`src/inc/uart_pkg.sv`:
```
`default_nettype none
package uart_pkg;
  // Register byte offsets
  localparam logic [7:0] OFS_SER_CTRL = 8'h00;
  localparam logic [7:0] OFS_SER_BUF = 8'h04;
  localparam logic [7:0] OFS_TMR_CTRL = 8'h08;
  localparam logic [7:0] OFS_TMR_CNT = 8'h0C;
  localparam logic [7:0] OFS_TMR_RELOAD = 8'h10;
  localparam logic [7:0] OFS_PWR_CTRL = 8'h14;
  // Reset values and counter maximum
  localparam logic [7:0] RST_REG = 8'h00;
  localparam logic [15:0] RST_CNT = 16'h0000;
  localparam logic [15:0] CNT_MAX = 16'hFFFF;
  // Serial control fields
  localparam int SC_MODE_HI = 7;
  localparam int SC_MODE_LO = 6;
  localparam int SC_MPF = 5;
  localparam int SC_REN = 4;
  localparam int SC_TB8 = 3;
  localparam int SC_RB8 = 2;
  localparam int SC_TI = 1;
  localparam int SC_RI = 0;
  // Timer control fields
  localparam int TC_TF = 7;
  localparam int TC_EXF = 6;
  localparam int TC_RCLK = 5;
  localparam int TC_TRANSMIT_CLOCK_SELECT = 4;
  localparam int TC_EXEN = 3;
  localparam int TC_RUN = 2;
  localparam int TC_CT = 1;
  localparam int TC_CP = 0;
  // Power control fields and timer control baud setup value
  localparam int PC_BAUD_DOUBLE_BIT = 7;
  localparam int PC_X6 = 0;
  localparam logic [7:0] SETUP_BAUD_BOTH = 8'h34;
  // Timing counts
  localparam logic [3:0] MC_LAST_12 = 4'hB;
  localparam logic [3:0] MC_LAST_6 = 4'h5;
  localparam logic [3:0] MC_HALF_12 = 4'h5;
  localparam logic [3:0] MC_HALF_6 = 4'h2;
  localparam logic [1:0] M2_DIV_SLOW = 2'h3;
  localparam logic [1:0] M2_DIV_MID = 2'h1;
  localparam logic [1:0] M2_DIV_FAST = 2'h0;
  localparam logic [3:0] OVS_LAST = 4'hF;
  localparam logic [3:0] RX_MID = 4'h7;
  localparam logic [3:0] RX_BITS_8 = 4'h7;
  localparam logic [3:0] RX_BITS_9 = 4'h8;
  localparam logic [3:0] FR_BITS_8 = 4'hA;
  localparam logic [3:0] FR_BITS_9 = 4'hB;
  localparam logic [2:0] M0_LAST = 3'h7;
  typedef enum logic [1:0] {MODE_SHIFT, MODE_8BIT, MODE_9FIX, MODE_9VAR} ser_mode_t;
  typedef enum logic [1:0] {RX_IDLE, RX_START, RX_DATA, RX_STOP} rx_state_t;
endpackage
`default_nettype wire

```
`src/design/baud_timer.sv`:
```
`timescale 1ns/10ps
`default_nettype none
module baud_timer
(
  // Clock and reset
  input wire logic hclk,
  input wire logic hresetn,
  // Mode control
  input wire logic run,
  input wire logic baud_mode,
  input wire logic ext_count,
  input wire logic capture,
  input wire logic ext_trig_en,
  // Count sources and trigger edge
  input wire logic mc_tick,
  input wire logic st_tick,
  input wire logic count_fall,
  input wire logic trig_fall,
  // Software access
  input wire logic cnt_wr,
  input wire logic rl_wr,
  input wire logic [15:0] wdata,
  // Counter state and events
  output logic [15:0] count_q,
  output logic [15:0] reload_q,
  output logic baud_ovf_q,
  output logic set_tf_q,
  output logic set_exf_q
);
  import uart_pkg::*;
  logic inc;
  logic ovf;
  logic trig;

  assign inc = run & (ext_count ? count_fall : (baud_mode ? st_tick : mc_tick));
  assign ovf = inc & (count_q == CNT_MAX);
  assign trig = ext_trig_en & trig_fall;

  always_ff @(posedge hclk or negedge hresetn)
  begin
    if (!hresetn)
      count_q <= RST_CNT;
    else if (cnt_wr)
      count_q <= wdata;
    else if (ovf & (baud_mode | !capture))
      count_q <= reload_q;
    else if (trig & !baud_mode & !capture)
      count_q <= reload_q;
    else if (inc)
      count_q <= count_q + 16'h0001;
  end

  always_ff @(posedge hclk or negedge hresetn)
  begin
    if (!hresetn)
      reload_q <= RST_CNT;
    else if (rl_wr)
      reload_q <= wdata;
    else if (trig & capture & !baud_mode)
      reload_q <= count_q;
  end

  always_ff @(posedge hclk or negedge hresetn)
  begin
    if (!hresetn)
    begin
      baud_ovf_q <= 1'b0;
      set_tf_q <= 1'b0;
      set_exf_q <= 1'b0;
    end
    else
    begin
      baud_ovf_q <= ovf & baud_mode;
      set_tf_q <= ovf & !baud_mode;
      set_exf_q <= trig;
    end
  end

  a_baud_no_tf: assert property (
    @(posedge hclk) disable iff (!hresetn)
    ovf && baud_mode |=> !set_tf_q && baud_ovf_q)
    else $error("Overflow in baud mode raised the timer flag");

  a_trig_no_reload: assert property (
    @(posedge hclk) disable iff (!hresetn)
    baud_mode && trig && !inc && !cnt_wr |=> set_exf_q && $stable(count_q))
    else $error("Trigger edge disturbed the counter in baud mode");

  a_reload_roll: assert property (
    @(posedge hclk) disable iff (!hresetn)
    ovf && baud_mode && !cnt_wr |=> count_q == $past(reload_q))
    else $error("Counter not reloaded on rollover");
endmodule
`default_nettype wire

```
`src/design/serial_port_with_timer_baud_gen.sv`:
```
// Our own choices: the register addresses and register access over AHB-Lite.
`timescale 1ns/10ps
`default_nettype none
module serial_port_with_timer_baud_gen
(
  // Clock and reset
  input wire logic hclk,
  input wire logic hresetn,
  // AHB-Lite slave
  input wire logic hsel,
  input wire logic [31:0] haddr,
  input wire logic [1:0] htrans,
  input wire logic hwrite,
  input wire logic [2:0] hsize,
  input wire logic [31:0] hwdata,
  input wire logic hready,
  output logic [31:0] hrdata,
  output logic hreadyout,
  output logic hresp,
  // Serial pins
  input wire logic rxd_in,
  output logic rxd_out,
  output logic rxd_oe,
  output logic txd,
  // Timer pins and first timer overflow
  input wire logic timer_count_pin,
  input wire logic timer_trigger_pin,
  input wire logic t1_overflow
);
  import uart_pkg::*;

  ////////////////////////////////////////////////////////////////
  // Pin synchronisers
  logic [2:0] sync1_q;
  logic [2:0] sync2_q;
  logic [2:0] sync3_q;
  logic rxd_s;
  logic cnt_fall;
  logic trig_fall;

  always_ff @(posedge hclk or negedge hresetn)
  begin
    if (!hresetn)
    begin
      sync1_q <= 3'h7;
      sync2_q <= 3'h7;
      sync3_q <= 3'h7;
    end
    else
    begin
      sync1_q <= {timer_trigger_pin, timer_count_pin, rxd_in};
      sync2_q <= sync1_q;
      sync3_q <= sync2_q;
    end
  end

  assign rxd_s = sync2_q[0];
  assign cnt_fall = sync3_q[1] & !sync2_q[1];
  assign trig_fall = sync3_q[2] & !sync2_q[2];

  ////////////////////////////////////////////////////////////////
  // Registers and field decode
  logic [7:0] serial_control_reg_q;
  logic [7:0] tcon_q;
  logic [7:0] power_control_reg_q;
  logic [7:0] rx_buf_q;
  ser_mode_t mode;
  logic nine;
  logic x6;
  logic baud_double_bit;
  logic baud_mode;

  assign mode = ser_mode_t'(serial_control_reg_q[SC_MODE_HI:SC_MODE_LO]);
  assign nine = serial_control_reg_q[SC_MODE_HI];
  assign x6 = power_control_reg_q[PC_X6];
  assign baud_double_bit = power_control_reg_q[PC_BAUD_DOUBLE_BIT];
  assign baud_mode = tcon_q[TC_RCLK] | tcon_q[TC_TRANSMIT_CLOCK_SELECT];

  ////////////////////////////////////////////////////////////////
  // Machine cycle and state time prescaler
  logic [3:0] mc_cnt_q;
  logic st_q;
  logic mc_tick;
  logic mc_half;
  logic st_tick;

  assign mc_tick = mc_cnt_q == (x6 ? MC_LAST_6 : MC_LAST_12);
  assign mc_half = mc_cnt_q == (x6 ? MC_HALF_6 : MC_HALF_12);
  assign st_tick = x6 | st_q;

  always_ff @(posedge hclk or negedge hresetn)
  begin
    if (!hresetn)
    begin
      mc_cnt_q <= 4'h0;
      st_q <= 1'b0;
    end
    else
    begin
      mc_cnt_q <= mc_tick ? 4'h0 : mc_cnt_q + 4'h1;
      st_q <= !st_q;
    end
  end

  ////////////////////////////////////////////////////////////////
  // AHB-Lite slave: writes zero wait, reads one wait state
  logic ahb_go;
  logic wr_pend_q;
  logic rd_pend_q;
  logic hreadyout_q;
  logic [7:0] addr_q;
  logic [31:0] hrdata_q;
  logic [31:0] rd_mux;
  logic wr_sc;
  logic wr_sb;
  logic wr_tc;
  logic wr_cnt;
  logic wr_rl;
  logic wr_pc;
  logic [15:0] count;
  logic [15:0] reload;

  assign ahb_go = hsel & htrans[1] & hready;
  assign hrdata = hrdata_q;
  assign hreadyout = hreadyout_q;
  assign hresp = 1'b0;

  always_ff @(posedge hclk or negedge hresetn)
  begin
    if (!hresetn)
    begin
      wr_pend_q <= 1'b0;
      rd_pend_q <= 1'b0;
      hreadyout_q <= 1'b1;
      addr_q <= 8'h00;
      hrdata_q <= 32'h00000000;
    end
    else
    begin
      wr_pend_q <= ahb_go & hwrite;
      rd_pend_q <= ahb_go & !hwrite;
      hreadyout_q <= !(ahb_go & !hwrite);
      if (ahb_go)
        addr_q <= haddr[7:0];
      if (rd_pend_q)
        hrdata_q <= rd_mux;
    end
  end

  always_comb
  begin
    wr_sc = 1'b0;
    wr_sb = 1'b0;
    wr_tc = 1'b0;
    wr_cnt = 1'b0;
    wr_rl = 1'b0;
    wr_pc = 1'b0;
    if (wr_pend_q)
    begin
      if (addr_q == OFS_SER_CTRL)
        wr_sc = 1'b1;
      else if (addr_q == OFS_SER_BUF)
        wr_sb = 1'b1;
      else if (addr_q == OFS_TMR_CTRL)
        wr_tc = 1'b1;
      else if (addr_q == OFS_TMR_CNT)
        wr_cnt = 1'b1;
      else if (addr_q == OFS_TMR_RELOAD)
        wr_rl = 1'b1;
      else if (addr_q == OFS_PWR_CTRL)
        wr_pc = 1'b1;
    end
  end

  always_comb
  begin
    if (addr_q == OFS_SER_CTRL)
      rd_mux = {24'h000000, serial_control_reg_q};
    else if (addr_q == OFS_SER_BUF)
      rd_mux = {24'h000000, rx_buf_q};
    else if (addr_q == OFS_TMR_CTRL)
      rd_mux = {24'h000000, tcon_q};
    else if (addr_q == OFS_TMR_CNT)
      rd_mux = {16'h0000, count};
    else if (addr_q == OFS_TMR_RELOAD)
      rd_mux = {16'h0000, reload};
    else if (addr_q == OFS_PWR_CTRL)
      rd_mux = {24'h000000, power_control_reg_q};
    else
      rd_mux = 32'h00000000;
  end

  ////////////////////////////////////////////////////////////////
  // Second timer
  logic baud_ovf;
  logic set_tf;
  logic set_exf;

  baud_timer u_timer
  (
    .hclk(hclk),
    .hresetn(hresetn),
    .run(tcon_q[TC_RUN]),
    .baud_mode(baud_mode),
    .ext_count(tcon_q[TC_CT]),
    .capture(tcon_q[TC_CP]),
    .ext_trig_en(tcon_q[TC_EXEN]),
    .mc_tick(mc_tick),
    .st_tick(st_tick),
    .count_fall(cnt_fall),
    .trig_fall(trig_fall),
    .cnt_wr(wr_cnt),
    .rl_wr(wr_rl),
    .wdata(hwdata[15:0]),
    .count_q(count),
    .reload_q(reload),
    .baud_ovf_q(baud_ovf),
    .set_tf_q(set_tf),
    .set_exf_q(set_exf)
  );

  always_ff @(posedge hclk or negedge hresetn)
  begin
    if (!hresetn)
    begin
      tcon_q <= RST_REG;
      power_control_reg_q <= RST_REG;
    end
    else
    begin
      if (wr_tc)
        tcon_q <= hwdata[7:0];
      if (set_tf)
        tcon_q[TC_TF] <= 1'b1;
      if (set_exf)
        tcon_q[TC_EXF] <= 1'b1;
      if (wr_pc)
        power_control_reg_q <= hwdata[7:0];
    end
  end

  ////////////////////////////////////////////////////////////////
  // Oversampling ticks, sixteen per bit
  logic [1:0] m2_cnt_q;
  logic [1:0] m2_last;
  logic t1_half_q;
  logic m2_tick;
  logic t1_tick;
  logic tx_tick;
  logic rx_tick;

  assign m2_last = (x6 & baud_double_bit) ? M2_DIV_FAST : ((x6 | baud_double_bit) ? M2_DIV_MID : M2_DIV_SLOW);
  assign m2_tick = m2_cnt_q == m2_last;
  assign t1_tick = t1_overflow & (x6 | baud_double_bit | t1_half_q);
  assign tx_tick = (mode == MODE_9FIX) ? m2_tick : (tcon_q[TC_TRANSMIT_CLOCK_SELECT] ? baud_ovf : t1_tick);
  assign rx_tick = (mode == MODE_9FIX) ? m2_tick : (tcon_q[TC_RCLK] ? baud_ovf : t1_tick);

  always_ff @(posedge hclk or negedge hresetn)
  begin
    if (!hresetn)
    begin
      m2_cnt_q <= 2'h0;
      t1_half_q <= 1'b0;
    end
    else
    begin
      m2_cnt_q <= m2_tick ? 2'h0 : m2_cnt_q + 2'h1;
      if (t1_overflow)
        t1_half_q <= !t1_half_q;
    end
  end

  ////////////////////////////////////////////////////////////////
  // Asynchronous transmitter, modes 1 to 3
  logic tx_busy_q;
  logic [10:0] tx_sh_q;
  logic [3:0] tx_cnt_q;
  logic [3:0] tx_tk_q;
  logic tx_start;
  logic tx_done;

  assign tx_start = wr_sb & (mode != MODE_SHIFT);
  assign tx_done = tx_busy_q & tx_tick & (tx_tk_q == OVS_LAST) & (tx_cnt_q == 4'h1);

  always_ff @(posedge hclk or negedge hresetn)
  begin
    if (!hresetn)
    begin
      tx_busy_q <= 1'b0;
      tx_sh_q <= 11'h7FF;
      tx_cnt_q <= 4'h0;
      tx_tk_q <= 4'h0;
    end
    else if (tx_start)
    begin
      tx_busy_q <= 1'b1;
      tx_tk_q <= 4'h0;
      if (nine)
      begin
        tx_sh_q <= {1'b1, serial_control_reg_q[SC_TB8], hwdata[7:0], 1'b0};
        tx_cnt_q <= FR_BITS_9;
      end
      else
      begin
        tx_sh_q <= {2'h3, hwdata[7:0], 1'b0};
        tx_cnt_q <= FR_BITS_8;
      end
    end
    else if (tx_busy_q & tx_tick)
    begin
      tx_tk_q <= tx_tk_q + 4'h1;
      if (tx_tk_q == OVS_LAST)
      begin
        tx_sh_q <= {1'b1, tx_sh_q[10:1]};
        tx_cnt_q <= tx_cnt_q - 4'h1;
        tx_busy_q <= tx_cnt_q != 4'h1;
      end
    end
  end

  ////////////////////////////////////////////////////////////////
  // Mode 0 shift register engine
  logic m0_busy_q;
  logic m0_tx_q;
  logic m0_live_q;
  logic [7:0] m0_sh_q;
  logic [2:0] m0_idx_q;
  logic m0_rx_start;
  logic m0_done;

  assign m0_rx_start = (mode == MODE_SHIFT) & !m0_busy_q & !serial_control_reg_q[SC_RI] & serial_control_reg_q[SC_REN] & !wr_sb;
  assign m0_done = m0_busy_q & m0_live_q & mc_half & (m0_idx_q == M0_LAST);

  always_ff @(posedge hclk or negedge hresetn)
  begin
    if (!hresetn)
    begin
      m0_busy_q <= 1'b0;
      m0_tx_q <= 1'b0;
      m0_live_q <= 1'b0;
      m0_sh_q <= 8'h00;
      m0_idx_q <= 3'h0;
    end
    else if (wr_sb & (mode == MODE_SHIFT))
    begin
      m0_busy_q <= 1'b1;
      m0_tx_q <= 1'b1;
      m0_live_q <= 1'b0;
      m0_sh_q <= hwdata[7:0];
      m0_idx_q <= 3'h0;
    end
    else if (m0_rx_start)
    begin
      m0_busy_q <= 1'b1;
      m0_tx_q <= 1'b0;
      m0_live_q <= 1'b0;
      m0_idx_q <= 3'h0;
    end
    else if (m0_busy_q)
    begin
      if (mc_tick)
        m0_live_q <= 1'b1;
      if (m0_live_q & mc_half)
      begin
        m0_sh_q <= {m0_tx_q | rxd_s, m0_sh_q[7:1]};
        m0_idx_q <= m0_idx_q + 3'h1;
        if (m0_idx_q == M0_LAST)
          m0_busy_q <= 1'b0;
      end
    end
  end

  ////////////////////////////////////////////////////////////////
  // Pin drivers
  logic txd_q;
  logic rxd_out_q;
  logic rxd_oe_q;

  assign txd = txd_q;
  assign rxd_out = rxd_out_q;
  assign rxd_oe = rxd_oe_q;

  always_ff @(posedge hclk or negedge hresetn)
  begin
    if (!hresetn)
    begin
      txd_q <= 1'b1;
      rxd_out_q <= 1'b1;
      rxd_oe_q <= 1'b0;
    end
    else
    begin
      if (m0_busy_q & (mode == MODE_SHIFT))
      begin
        if (mc_tick)
          txd_q <= 1'b0;
        else if (mc_half)
          txd_q <= 1'b1;
      end
      else
        txd_q <= tx_busy_q ? tx_sh_q[0] : 1'b1;
      if (mc_tick)
        rxd_out_q <= m0_sh_q[0];
      rxd_oe_q <= m0_busy_q & m0_tx_q;
    end
  end

  ////////////////////////////////////////////////////////////////
  // Receiver and acceptance filter
  logic rx_done;
  logic [7:0] rx_data;
  logic rx_bit9;
  logic rx_take;
  logic m0_rx_done;
  logic m0_tx_done;

  uart_rx u_rx
  (
    .hclk(hclk),
    .hresetn(hresetn),
    .enable(serial_control_reg_q[SC_REN] & (mode != MODE_SHIFT)),
    .nine(nine),
    .tick(rx_tick),
    .rxd(rxd_s),
    .done_q(rx_done),
    .data_q(rx_data),
    .bit9_q(rx_bit9)
  );

  assign rx_take = rx_done & !serial_control_reg_q[SC_RI] & (!serial_control_reg_q[SC_MPF] | rx_bit9);
  assign m0_rx_done = m0_done & !m0_tx_q;
  assign m0_tx_done = m0_done & m0_tx_q;

  always_ff @(posedge hclk or negedge hresetn)
  begin
    if (!hresetn)
    begin
      serial_control_reg_q <= RST_REG;
      rx_buf_q <= RST_REG;
    end
    else
    begin
      if (wr_sc)
        serial_control_reg_q <= hwdata[7:0];
      if (rx_take)
        serial_control_reg_q[SC_RB8] <= rx_bit9;
      if (rx_take | m0_rx_done)
        serial_control_reg_q[SC_RI] <= 1'b1;
      if (tx_done | m0_tx_done)
        serial_control_reg_q[SC_TI] <= 1'b1;
      if (rx_take)
        rx_buf_q <= rx_data;
      else if (m0_rx_done)
        rx_buf_q <= {rxd_s, m0_sh_q[7:1]};
    end
  end

  ////////////////////////////////////////////////////////////////
  // Checks
  a_ti_set_end: assert property (
    @(posedge hclk) disable iff (!hresetn)
    tx_done |=> serial_control_reg_q[SC_TI] && !tx_busy_q)
    else $error("Transmit flag not set at frame end");

  a_ri_set_wins: assert property (
    @(posedge hclk) disable iff (!hresetn)
    (rx_take || m0_rx_done) && wr_sc && !hwdata[SC_RI] |=> serial_control_reg_q[SC_RI])
    else $error("Receive flag lost to a clearing write");

  a_frame_ten: assert property (
    @(posedge hclk) disable iff (!hresetn)
    tx_start && mode == MODE_8BIT |=> tx_cnt_q == FR_BITS_8 && !tx_sh_q[0] && tx_sh_q[9])
    else $error("Mode 1 frame not ten bits");

  a_ninth_tx: assert property (
    @(posedge hclk) disable iff (!hresetn)
    tx_start && nine |=> tx_cnt_q == FR_BITS_9 && tx_sh_q[9] == $past(serial_control_reg_q[SC_TB8]))
    else $error("Ninth bit not framed");

  a_mpf_drop: assert property (
    @(posedge hclk) disable iff (!hresetn)
    rx_done && nine && serial_control_reg_q[SC_MPF] && !rx_bit9 && !serial_control_reg_q[SC_RI] && !wr_sc |=> !serial_control_reg_q[SC_RI] && $stable(rx_buf_q))
    else $error("Data byte passed the address filter");

  a_overrun_keep: assert property (
    @(posedge hclk) disable iff (!hresetn)
    rx_done && serial_control_reg_q[SC_RI] |=> $stable(rx_buf_q))
    else $error("Unread byte overwritten");

  a_shift_clk: assert property (
    @(posedge hclk) disable iff (!hresetn)
    m0_busy_q && mode == MODE_SHIFT && mc_tick |=> !txd_q ##1 !txd_q)
    else $error("Mode 0 clock not low after cycle start");

  a_setup_baud: assert property (
    @(posedge hclk) disable iff (!hresetn)
    wr_tc && hwdata[7:0] == SETUP_BAUD_BOTH |=> baud_mode && tcon_q[TC_RUN])
    else $error("Baud setup code did not start baud mode");
endmodule
`default_nettype wire

```
`src/design/uart_rx.sv`:
```
`timescale 1ns/10ps
`default_nettype none
module uart_rx
(
  // Clock and reset
  input wire logic hclk,
  input wire logic hresetn,
  // Control and sampling
  input wire logic enable,
  input wire logic nine,
  input wire logic tick,
  input wire logic rxd,
  // Received frame
  output logic done_q,
  output logic [7:0] data_q,
  output logic bit9_q
);
  import uart_pkg::*;
  rx_state_t state_q;
  logic [3:0] tk_q;
  logic [3:0] idx_q;
  logic [8:0] sh_q;
  logic mid;
  logic last;

  assign mid = tick & (tk_q == RX_MID);
  assign last = tick & (tk_q == OVS_LAST);

  always_ff @(posedge hclk or negedge hresetn)
  begin
    if (!hresetn)
    begin
      state_q <= RX_IDLE;
      tk_q <= 4'h0;
      idx_q <= 4'h0;
      sh_q <= 9'h000;
      done_q <= 1'b0;
      data_q <= 8'h00;
      bit9_q <= 1'b0;
    end
    else
    begin
      done_q <= 1'b0;
      if (tick)
        tk_q <= tk_q + 4'h1;
      if (!enable)
        state_q <= RX_IDLE;
      else
        case (state_q)
          RX_IDLE:
            if (!rxd)
            begin
              state_q <= RX_START;
              tk_q <= 4'h0;
            end
          RX_START:
            if (mid)
            begin
              state_q <= rxd ? RX_IDLE : RX_DATA;
              tk_q <= 4'h0;
              idx_q <= 4'h0;
            end
          RX_DATA:
            if (last)
            begin
              sh_q <= {rxd, sh_q[8:1]};
              idx_q <= idx_q + 4'h1;
              if (idx_q == (nine ? RX_BITS_9 : RX_BITS_8))
                state_q <= RX_STOP;
            end
          default:
            if (last)
            begin
              done_q <= 1'b1;
              data_q <= nine ? sh_q[7:0] : sh_q[8:1];
              bit9_q <= nine ? sh_q[8] : rxd;
              state_q <= RX_IDLE;
            end
        endcase
    end
  end

  a_idle_hold: assert property (
    @(posedge hclk) disable iff (!hresetn)
    !enable |=> state_q == RX_IDLE && !done_q)
    else $error("Receiver active while disabled");
endmodule
`default_nettype wire

```
`config.mk`:
```
export PLATFORM = sky130hd
export DESIGN_NAME = serial_port_with_timer_baud_gen
export DESIGN_NICKNAME = d
export VERILOG_FILES = /design/src/inc/uart_pkg.sv /design/src/design/baud_timer.sv /design/src/design/serial_port_with_timer_baud_gen.sv /design/src/design/uart_rx.sv
export SDC_FILE = /design/constraint.sdc
export NUM_CORES = 1
export LEC_CHECK = 0
export BUFFER_PORTS_ARGS = -buffer_cell sky130_fd_sc_hd__buf_4
export CORE_UTILIZATION = 58
export CTS_CLUSTER_DIAMETER = 100
export DETAILED_ROUTE_END_ITERATION = 7
export PLACE_DENSITY = 0.8
export SLEW_MARGIN = 25
export SYNTH_ARGS = -nofsm -noshare
export SYNTH_HDL_FRONTEND = slang
export SYNTH_SLANG_ARGS = --single-unit
```
`constraint.sdc`:
```
create_clock -name hclk -period 2.4 [get_ports hclk]
set_clock_uncertainty 0.2 [all_clocks]
set_input_delay 0.72 -clock hclk [delete_from_list [all_inputs] [get_ports hclk]]
set_output_delay 0.72 -clock hclk [all_outputs]
set_load 0.02 [all_outputs]
```
==> results.cfg, run 1 <==
[clock_tree]
clk_latency_ns = 0.44
clockBufferDepth = 2
cts_tree = built
htree_levels = 4
cts_inserted_buffers = 17
root_buffer = clkbuf_16
cts_num_sinks = 175
clk_pin_slew_ns = 0.07

[sta]
drv_slew = 0
period_needed_ns = 2.35
fmax_ghz = 0.426
finalSetupViolCount = 0
fin_setup_tns_ns = 0
tightest_slew_ns = 0.851
hold_violations = 0
hold_slack_ns = 0.159
fin_crit_sh = 0.978
rsz0062_at_grt = true
max_slew_margin = 0.430

[floorplan]
start_util = 0.599
rows = 45
die_area_mm2 = 0.0163
fp.coreArea_mm2 = 0.0153
die_h_um = 128
die_w_um = 128
ios = 115

[detailed_routing]
drt_pass1_iterations = 6
drc = 0
vias = 7451
drt-vias-per-instance = 6.05
drtIter0Drc = 795
drtAntennaViolNets = 0
wl_per_cell_um = 18.7
routed_wl_mm = 23.1

[layout]
area_delta_synth_final_pct = 19.2
layout_common_cells = 154 x dfrtp_1, 120 x buf_4, 86 x nor2_1, 71 x a21oi_1
fin_util = 0.714
antenna_cells = 0
fin_cells = 1231
nNetsFinal = 1098
final_common_cell = dfrtp_1
layout-drive-gt1-share = 0.264

[worst_setup_path]
crit_arrival_ns = 2.47
worstPathRequired_ns = 2.52
path_class = reg2reg
worst_setup_path_start_kind = flip-flop
critPathMaxFanout = 12
crit_path_end_kind = flip-flop

[logic_synthesis]
async_flop_share = 1.00
synth_top_family_by_area = compound AO/OA/AOI/OAI gates
synth_cell_types = 71
seq_area_frac_synth = 0.480
muxShareOfSynthArea = 0.125
synth_top_area_frac = 0.420
synth-seq-cells = 175
synth_area_per_cell_um2 = 10.2
synth_top_cell_by_area = dfrtp_1
synthAdderAreaFrac = 0.0177
synth_edf_count = 0
postSynthCellCount = 903
synth_simple_gate_area_frac = 0.148
synthTopCellsByArea = dfrtp_1 42%, mux2_2 6.6%, dfstp_2 6.0%
synth_warnings = 0
synth_compound_area_frac = 0.161
syn_area_mm2 = 0.00918
synth_flop_cell = dfrtp_1
synthXorXnorAreaFrac = 0.0172

[power]
powerDensity_mw_per_mm2 = 839
ir_worst_vdd_mv = 0.656
p_total_mw = 9.18
leakage_nw = 4.95

[grt]
grtUsageTotal = 0.296
grt_pass1_wl_mm = 37.2
antenna_found_initial = 0
globalRoute.totalOverflow = 0
grt_pass1_vias = 7074
grt_max_degree = 53

[hold_path]
hold_path.class = reg2reg

[placement]
routabilityCongestion = 0.930
placed_cells = 1194
io_buffers = 53
dpl.hpwl_mm = 15.7

[run_status]
status = finished clean

[flow_run]
max-cap-violations = 0
==> power by group <==
| part | switching, mW | internal (mW) | total, mW | leakage, nW |
|---|---|---|---|---|
| clock network | 1.22 | 1.68 | 2.89 | 0.282 |
| registers | 0.390 | 3.35 | 3.74 | 2.13 |
| logic | 1.43 | 1.11 | 2.55 | 2.54 |
| total | 3.04 | 6.14 | 9.18 | 4.95 |
==> timing repair <==
action                                  4_1_cts  5_1_grt
resized for setup                             3       15
endpoints found under the hold margin        26        0
pin swaps                                     1        4
endpoints found under the setup margin        8       31
hold buffers                                  1        0
buffers inserted                              2        2
==> cell families (layout without fill, tap and decap cells) <==
kind of cell	Yosys count	count (layout)
adders and majority gates	13	13
muxes	108	108
and+or+nand+nor	265	265
xor gates and xnor gates	18	18
AOI/OAI and AO/OA	228	228
other	1	17
DFF	175	175
buffers and inverters	95	196
==> layer usage <==
| layer | share of wire | vias up | GRT usage |
|---|---|---|---|
| li1 | - | 3433 | - |
| met1 | 0.45 | 3639 | 0.424 |
| met2 | 0.46 | 318 | 0.452 |
| met3 | 0.070 | 61 | 0.0584 |
| met4 | 0.029 | 0 | 0.103 |
| met5 | 0 | - | 0 |
==> Yosys cell counts, types with 11 or more instances <==
cell and n:
mux2i_1 54, dfrtp_1 154, o21a_1 16, o22ai_1 16
nand2b_1 18, dfstp_2 21, nand3_1 28, mux2_2 54
buf_2 14, o211ai_1 11, nand2_1 52, o21ai_0 36
nor2_1 86, inv_1 33, clkbuf_1 22, a21oi_1 72
buf_4 20, ha_1 13
==> final cells by class <==
cell class | instances | area (um2)
multi-input cells | 649 | 4430
flip-flops and latches | 175 | 4410
fillers | 1103 | 4380
repair buffers | 131 | 1090
clock buffers | 18 | 439
well taps | 211 | 264
clock inverters | 14 | 179
inverters | 33 | 124
==> path summary, 6_finish.rpt <==
check                      depth (start not counted)  slack, ns                endpoint  startpoint
min reg2reg                                        0       0.16              sync2_q[2]  sync1_q[2]
max in group asynchronous                          3       0.82              tx_sh_q[5]     hresetn
max reg2reg                                        6       0.05  power_control_reg_q[3]   addr_q[0]
min                                                0       0.16              sync2_q[2]  sync1_q[2]
min in group asynchronous                          2       0.53           u_rx.idx_q[2]     hresetn
max                                                6       0.05  power_control_reg_q[3]   addr_q[0]
==> stage by stage <==
stage                     instance area (um2)  worst slack (ns)
after floorplan                          9240            0.0404
after global placement                  10200           -0.0204
after detailed placement                10200          -0.00943
after CTS                               10900           0.00363
after global routing                    10900           -0.0807
final                                   10900            0.0538
==> state kept, by name (all words and copies together) (netlist names), 4 cells and up <==
| signal | count |
|---|---|
| power_control_reg_q | 8 |
| tcon_q | 8 |
| addr_q | 8 |
| mc_cnt_q | 4 |
| rx_buf_q | 8 |
| u_rx.tk_q | 4 |
| tx_sh_q | 10 |
| tx_cnt_q | 4 |
| u_rx.idx_q | 4 |
| u_timer.count_q | 16 |
| u_rx.data_q | 8 |
| u_timer.reload_q | 16 |
| hrdata | 16 |
| u_rx.sh_q | 9 |
| serial_control_reg_q | 8 |
| m0_sh_q | 8 |
| tx_tk_q | 4 |
==> worst max-delay path, stage by stage (launching register included) <==
cell     delay [ns]
dfrtp_1        0.38
or4_4          0.58
nor2_4         0.13
buf_4          0.19
and3_1         0.18
buf_4          0.20
mux2_2         0.37
No activity file was read; power rests on OpenSTA's default activity.
==> run 2: changes to the inputs <==
CORE_ASPECT_RATIO = 1.5   (was not set)
==> run 2 against run 1 <==
Against the previous run:
- count of clock-buffer cells in the layout rose by 7
- sequential share of layout area is 0.13 points lower
- via count hardly changed
- die area is essentially flat
- wire length increased by 2.5%
- total power decreased by 1.8%
- critical path type unchanged
==> results.cfg, run 2 (same netlist as run 1, synthesis figures left out) <==
[clock_tree]
cts_tree = built
cts_num_sinks = 175
cts_inserted_buffers = 17
htree_levels = 4
clk_latency_ns = 0.43
root_buffer = clkbuf_16
clk_pin_slew_ns = 0.06
clockBufferDepth = 2

[sta]
rsz0062_at_grt = true
tightest_slew_ns = 0.740
finalSetupViolCount = 0
hold_violations = 0
max_slew_margin = 0.494
drv_slew = 0
period_needed_ns = 2.32
fin_crit_sh = 0.968
fin_ws_ns = 0.0769
fmax_ghz = 0.430

[layout]
final_common_cell = dfrtp_1
area_delta_synth_final_pct = 19.6
nNetsFinal = 1110
antenna_cells = 0
layout_common_cells = 153 x dfrtp_1, 128 x buf_4, 86 x nor2_1, 71 x a21oi_1
num-fill-cells = 1150
layout-drive-gt1-share = 0.266
fin_cells = 1235

[detailed_routing]
drc = 0
wl_per_cell_um = 19.1
drtAntennaViolNets = 0
drtIter0Drc = 429
drt_pass1_iterations = 7
routed_wl_mm = 23.6
vias = 7458
drt-vias-per-instance = 6.04

[placement]
dpl.hpwl_mm = 17.1
placed_cells = 1197
place_ws_ns = -0.120
io_buffers = 53
routabilityCongestion = 0.891

[grt]
antenna_found_initial = 0
grt_max_degree = 47
globalRoute.totalOverflow = 0
grt_pass1_wl_mm = 37.9
grtUsageTotal = 0.304
grt_pass1_vias = 7491

[floorplan]
die_area_mm2 = 0.0163
die_w_um = 105
die_h_um = 156
start_util = 0.590
rows = 56
fp.coreArea_mm2 = 0.0156
ios = 115

[worst_setup_path]
worst_setup_path_start_kind = flip-flop
r2r-start = u_timer.count_q[1]
path_class = reg2reg
crit_path_end_kind = flip-flop
critPathMaxFanout = 3
worstPathRequired_ns = 2.51
crit_arrival_ns = 2.43
regToRegSetupSlack_ns = 0.08
critPathLaunch = u_timer.count_q[1]

[run_status]
status = finished clean

[hold_path]
worstHoldStart = sync1_q[0]
hold_path.class = reg2reg

[power]
ir_worst_vdd_mv = 0.502
p_total_mw = 9.01
powerDensity_mw_per_mm2 = 821
leakage_nw = 5.00

[flow_run]
max-cap-violations = 0
run 2: cell types whose count changed in the layout (fill, tap and decap cells not counted), sizes merged:
cell,delta
buf,+12
clkbuf,+7
clkinvlp,-5
clkinv,+4
inv,-4
bufinv,-2
run 2: worst max-delay path, cell delays in order (launching register included):
cell and delay [ns]:
dfrtp_1 0.39, ha_2 0.21, nand4_1 0.09, nor3_1 0.07
buf_4 0.16, and3_2 0.24, buf_4 0.14, or4_1 0.46
a21oi_1 0.15, o21ai_1 0.08
run 2: power breakdown:
group	internal [mW]	leakage, nW	switching [mW]
clock network	1.50	0.271	1.09
registers	3.35	2.13	0.350
logic	1.23	2.60	1.49
total	6.08	5.00	2.93
run 2: routing by layer:
metal | part of all wire | wire (um) | GRT usage
met2 | 0.53 | 12400 | 0.544
met4 | 0.059 | 1410 | 0.209
met1 | 0.37 | 8780 | 0.324
met5 | 0 | 0 | 0
met3 | 0.043 | 1010 | 0.0539
run 2: repair_timing:
item                       4_1_cts  5_1_grt
gates resized for setup          2       14
pin swaps                        1        5
setup buffers                    1        4
setup endpoints to repair       14       23
hold buffers                     1        0
hold endpoints to repair        23        0
run 2: final cells by class:
type	count	area [um2]	share of cell area
flip-flops and latches	175	4410	0.402
well taps	203	254	0.0231
inverters	33	124	0.0113
clock buffers	25	485	0.0442
repair buffers	143	1230	0.112
multi-input cells	649	4410	0.402
clock inverters	7	62.6	0.00570
run 2: per-stage QoR:
step	util	hold WS [ns]	cell area, um2	TNS, ns
6_report	0.706	0.155	11000	0
5_1_grt	0.706	0.158	11000	-0.0306
4_1_cts	0.701	0.156	10900	0
3_5_place_dp	0.664	0.148	10300	-0.499
3_3_place_gp	0.664	0.146	10300	-0.192
2_1_floorplan	-	0.145	9240	0
run 2: path summary, 6_finish.rpt:
kind,end,cells after the start
max reg2reg,u_timer.count_q[13],9
min in group asynchronous,u_timer.reload_q[13],2
max,u_timer.count_q[13],9
min,sync2_q[0],0
max in group asynchronous,sync2_q[0],3
min reg2reg,sync2_q[0],0
==> run 3: changes to the inputs <==
CORE_UTILIZATION = 59   (was 58)
HOLD_SLACK_MARGIN = 0.15   (was not set)
PLACE_DENSITY = 0.81   (was 0.8)
==> run 3 against run 2 <==
Against the previous run:
- final area up 0.54%
- sequential power barely moved
- critical endpoint is now u_timer.reload_q[4]
- critical path depth fell by 2
- setup slack got worse by 0.035 ns
==> results.cfg, run 3 (same netlist as run 1, synthesis figures left out) <==
[run_status]
status = finished clean

[sta]
finalSetupViolCount = 0
fin_crit_sh = 0.983
hold_violations = 0
hold_slack_ns = 0.156
tightest_slew_ns = 0.746
fmax_ghz = 0.424
rsz0062_at_grt = true
max_slew_margin = 0.501
drv_slew = 0
period_needed_ns = 2.36

[grt]
globalRoute.totalOverflow = 0
antenna_found_initial = 0
grt_pass1_wl_mm = 38.2
grtUsageTotal = 0.309
grt_max_degree = 39
grt_pass1_vias = 7592

[detailed_routing]
drc = 0
drtAntennaViolNets = 0
wl_per_cell_um = 19.5
routed_wl_mm = 24.0
drtIter0Drc = 421
drt_pass1_iterations = 5
drt-vias-per-instance = 6.15
vias = 7547

[clock_tree]
cts_tree = built
root_buffer = clkbuf_16
clk_latency_ns = 0.44
htree_levels = 4
clk_pin_slew_ns = 0.07
cts_inserted_buffers = 17
clockBufferDepth = 2
cts_num_sinks = 175

[worst_setup_path]
cpMaxStageDelayCell = nor2_1
crit_chain = buf_4 -> nand2b_1 -> nor2_1 -> nand3_1 -> buf_4 -> nor2_1 -> a21oi_1
crit_path_end_kind = flip-flop
worst_setup_path_start_kind = flip-flop
worstPathRequired_ns = 2.49
crit_arrival_ns = 2.45
cpPeakStageDelay_ns = 0.58
critPathMaxFanout = 32
path_class = reg2reg

[placement]
routabilityCongestion = 0.927
placed_cell_area_mm2 = 0.0103
io_buffers = 53
dpl.hpwl_mm = 17.0

[layout]
stdcell_area_mm2 = 0.0110
num-fill-cells = 1056
layout-drive-gt1-share = 0.270
final_common_cell = dfrtp_1
area_delta_synth_final_pct = 20.2
layout_common_cells = 152 x dfrtp_1, 126 x buf_4, 86 x nor2_1, 72 x a21oi_1
antenna_cells = 0
nNetsFinal = 1108
fin_util = 0.729

[floorplan]
die_w_um = 104
start_util = 0.606
fp.coreArea_mm2 = 0.0151
ios = 115
die_h_um = 155
rows = 55
die_area_mm2 = 0.0161

[power]
leakage_nw = 5.01
powerDensity_mw_per_mm2 = 844
p_total_mw = 9.31
ir_worst_vdd_mv = 0.473

[flow_run]
max-cap-violations = 0

[hold_path]
hold_path.class = reg2reg
==> run 3: where the power goes <==
group	total [mW]	switching (mW)	internal [mW]
clock	2.93	1.19	1.74
combinational	2.65	1.47	1.18
sequential	3.72	0.373	3.35
total	9.31	3.03	6.27
==> run 3: what timing repair did <==
item | CTS | global route
hold buffers | 1 | 0
buffers inserted | 2 | 2
cloned | 0 | 0
resized for setup | 3 | 13
endpoints found under the hold margin | 32 | 0
setup endpoints to repair | 3 | 26
pin swaps | 1 | 0
==> run 3: metrics by stage <==
step / instances / TNS [ns] / setup slack (ns)
3_5_place_dp: 1192 / -0.153 / -0.0976
6_report: 1228 / 0 / 0.0418
3_3_place_gp: 1192 / -0.0997 / -0.0877
4_1_cts: 1226 / 0 / 0.0130
5_1_grt: 1228 / 0 / 0.000520
2_1_floorplan: 919 / 0 / 0.0404
==> run 3: final timing paths <==
kind | start | cells past startpoint | slack, ns | endpoint
min | sync1_q[0] | 0 | 0.16 | sync2_q[0]
max reg2reg | addr_q[3] | 7 | 0.04 | u_timer.reload_q[4]
min reg2reg | sync1_q[0] | 0 | 0.16 | sync2_q[0]
max | addr_q[3] | 7 | 0.04 | u_timer.reload_q[4]
max in group asynchronous | hresetn | 3 | 0.76 | tx_sh_q[7]
min in group asynchronous | hresetn | 2 | 0.56 | u_timer.count_q[11]
==> run 3: layer usage <==
layer | track usage | share of wire | vias to the layer above
met4 | 0.207 | 0.058 | 0
met2 | 0.556 | 0.53 | 287
li1 | - | - | 3449
met5 | 0 | 0 | -
met3 | 0.0497 | 0.042 | 94
met1 | 0.332 | 0.37 | 3717
==> run 3: area by class of cell <==
type | instances | area [um2] | area share
clock buffers | 18 | 429 | 0.0389
flip-flops and latches | 175 | 4410 | 0.399
clock inverters | 13 | 189 | 0.0171
repair buffers | 141 | 1210 | 0.110
multi-input cells | 649 | 4420 | 0.401
inverters | 33 | 124 | 0.0112
well taps | 199 | 249 | 0.0226
==> run 3: worst max-delay path: cells and delay by family, from the launching register on <==
| family | cells | cell delay (ns) |
|---|---|---|
| simple gates | 4 | 1.07 |
| buf+inv | 2 | 0.49 |
| flops | 1 | 0.38 |
| compound gates | 1 | 0.07 |
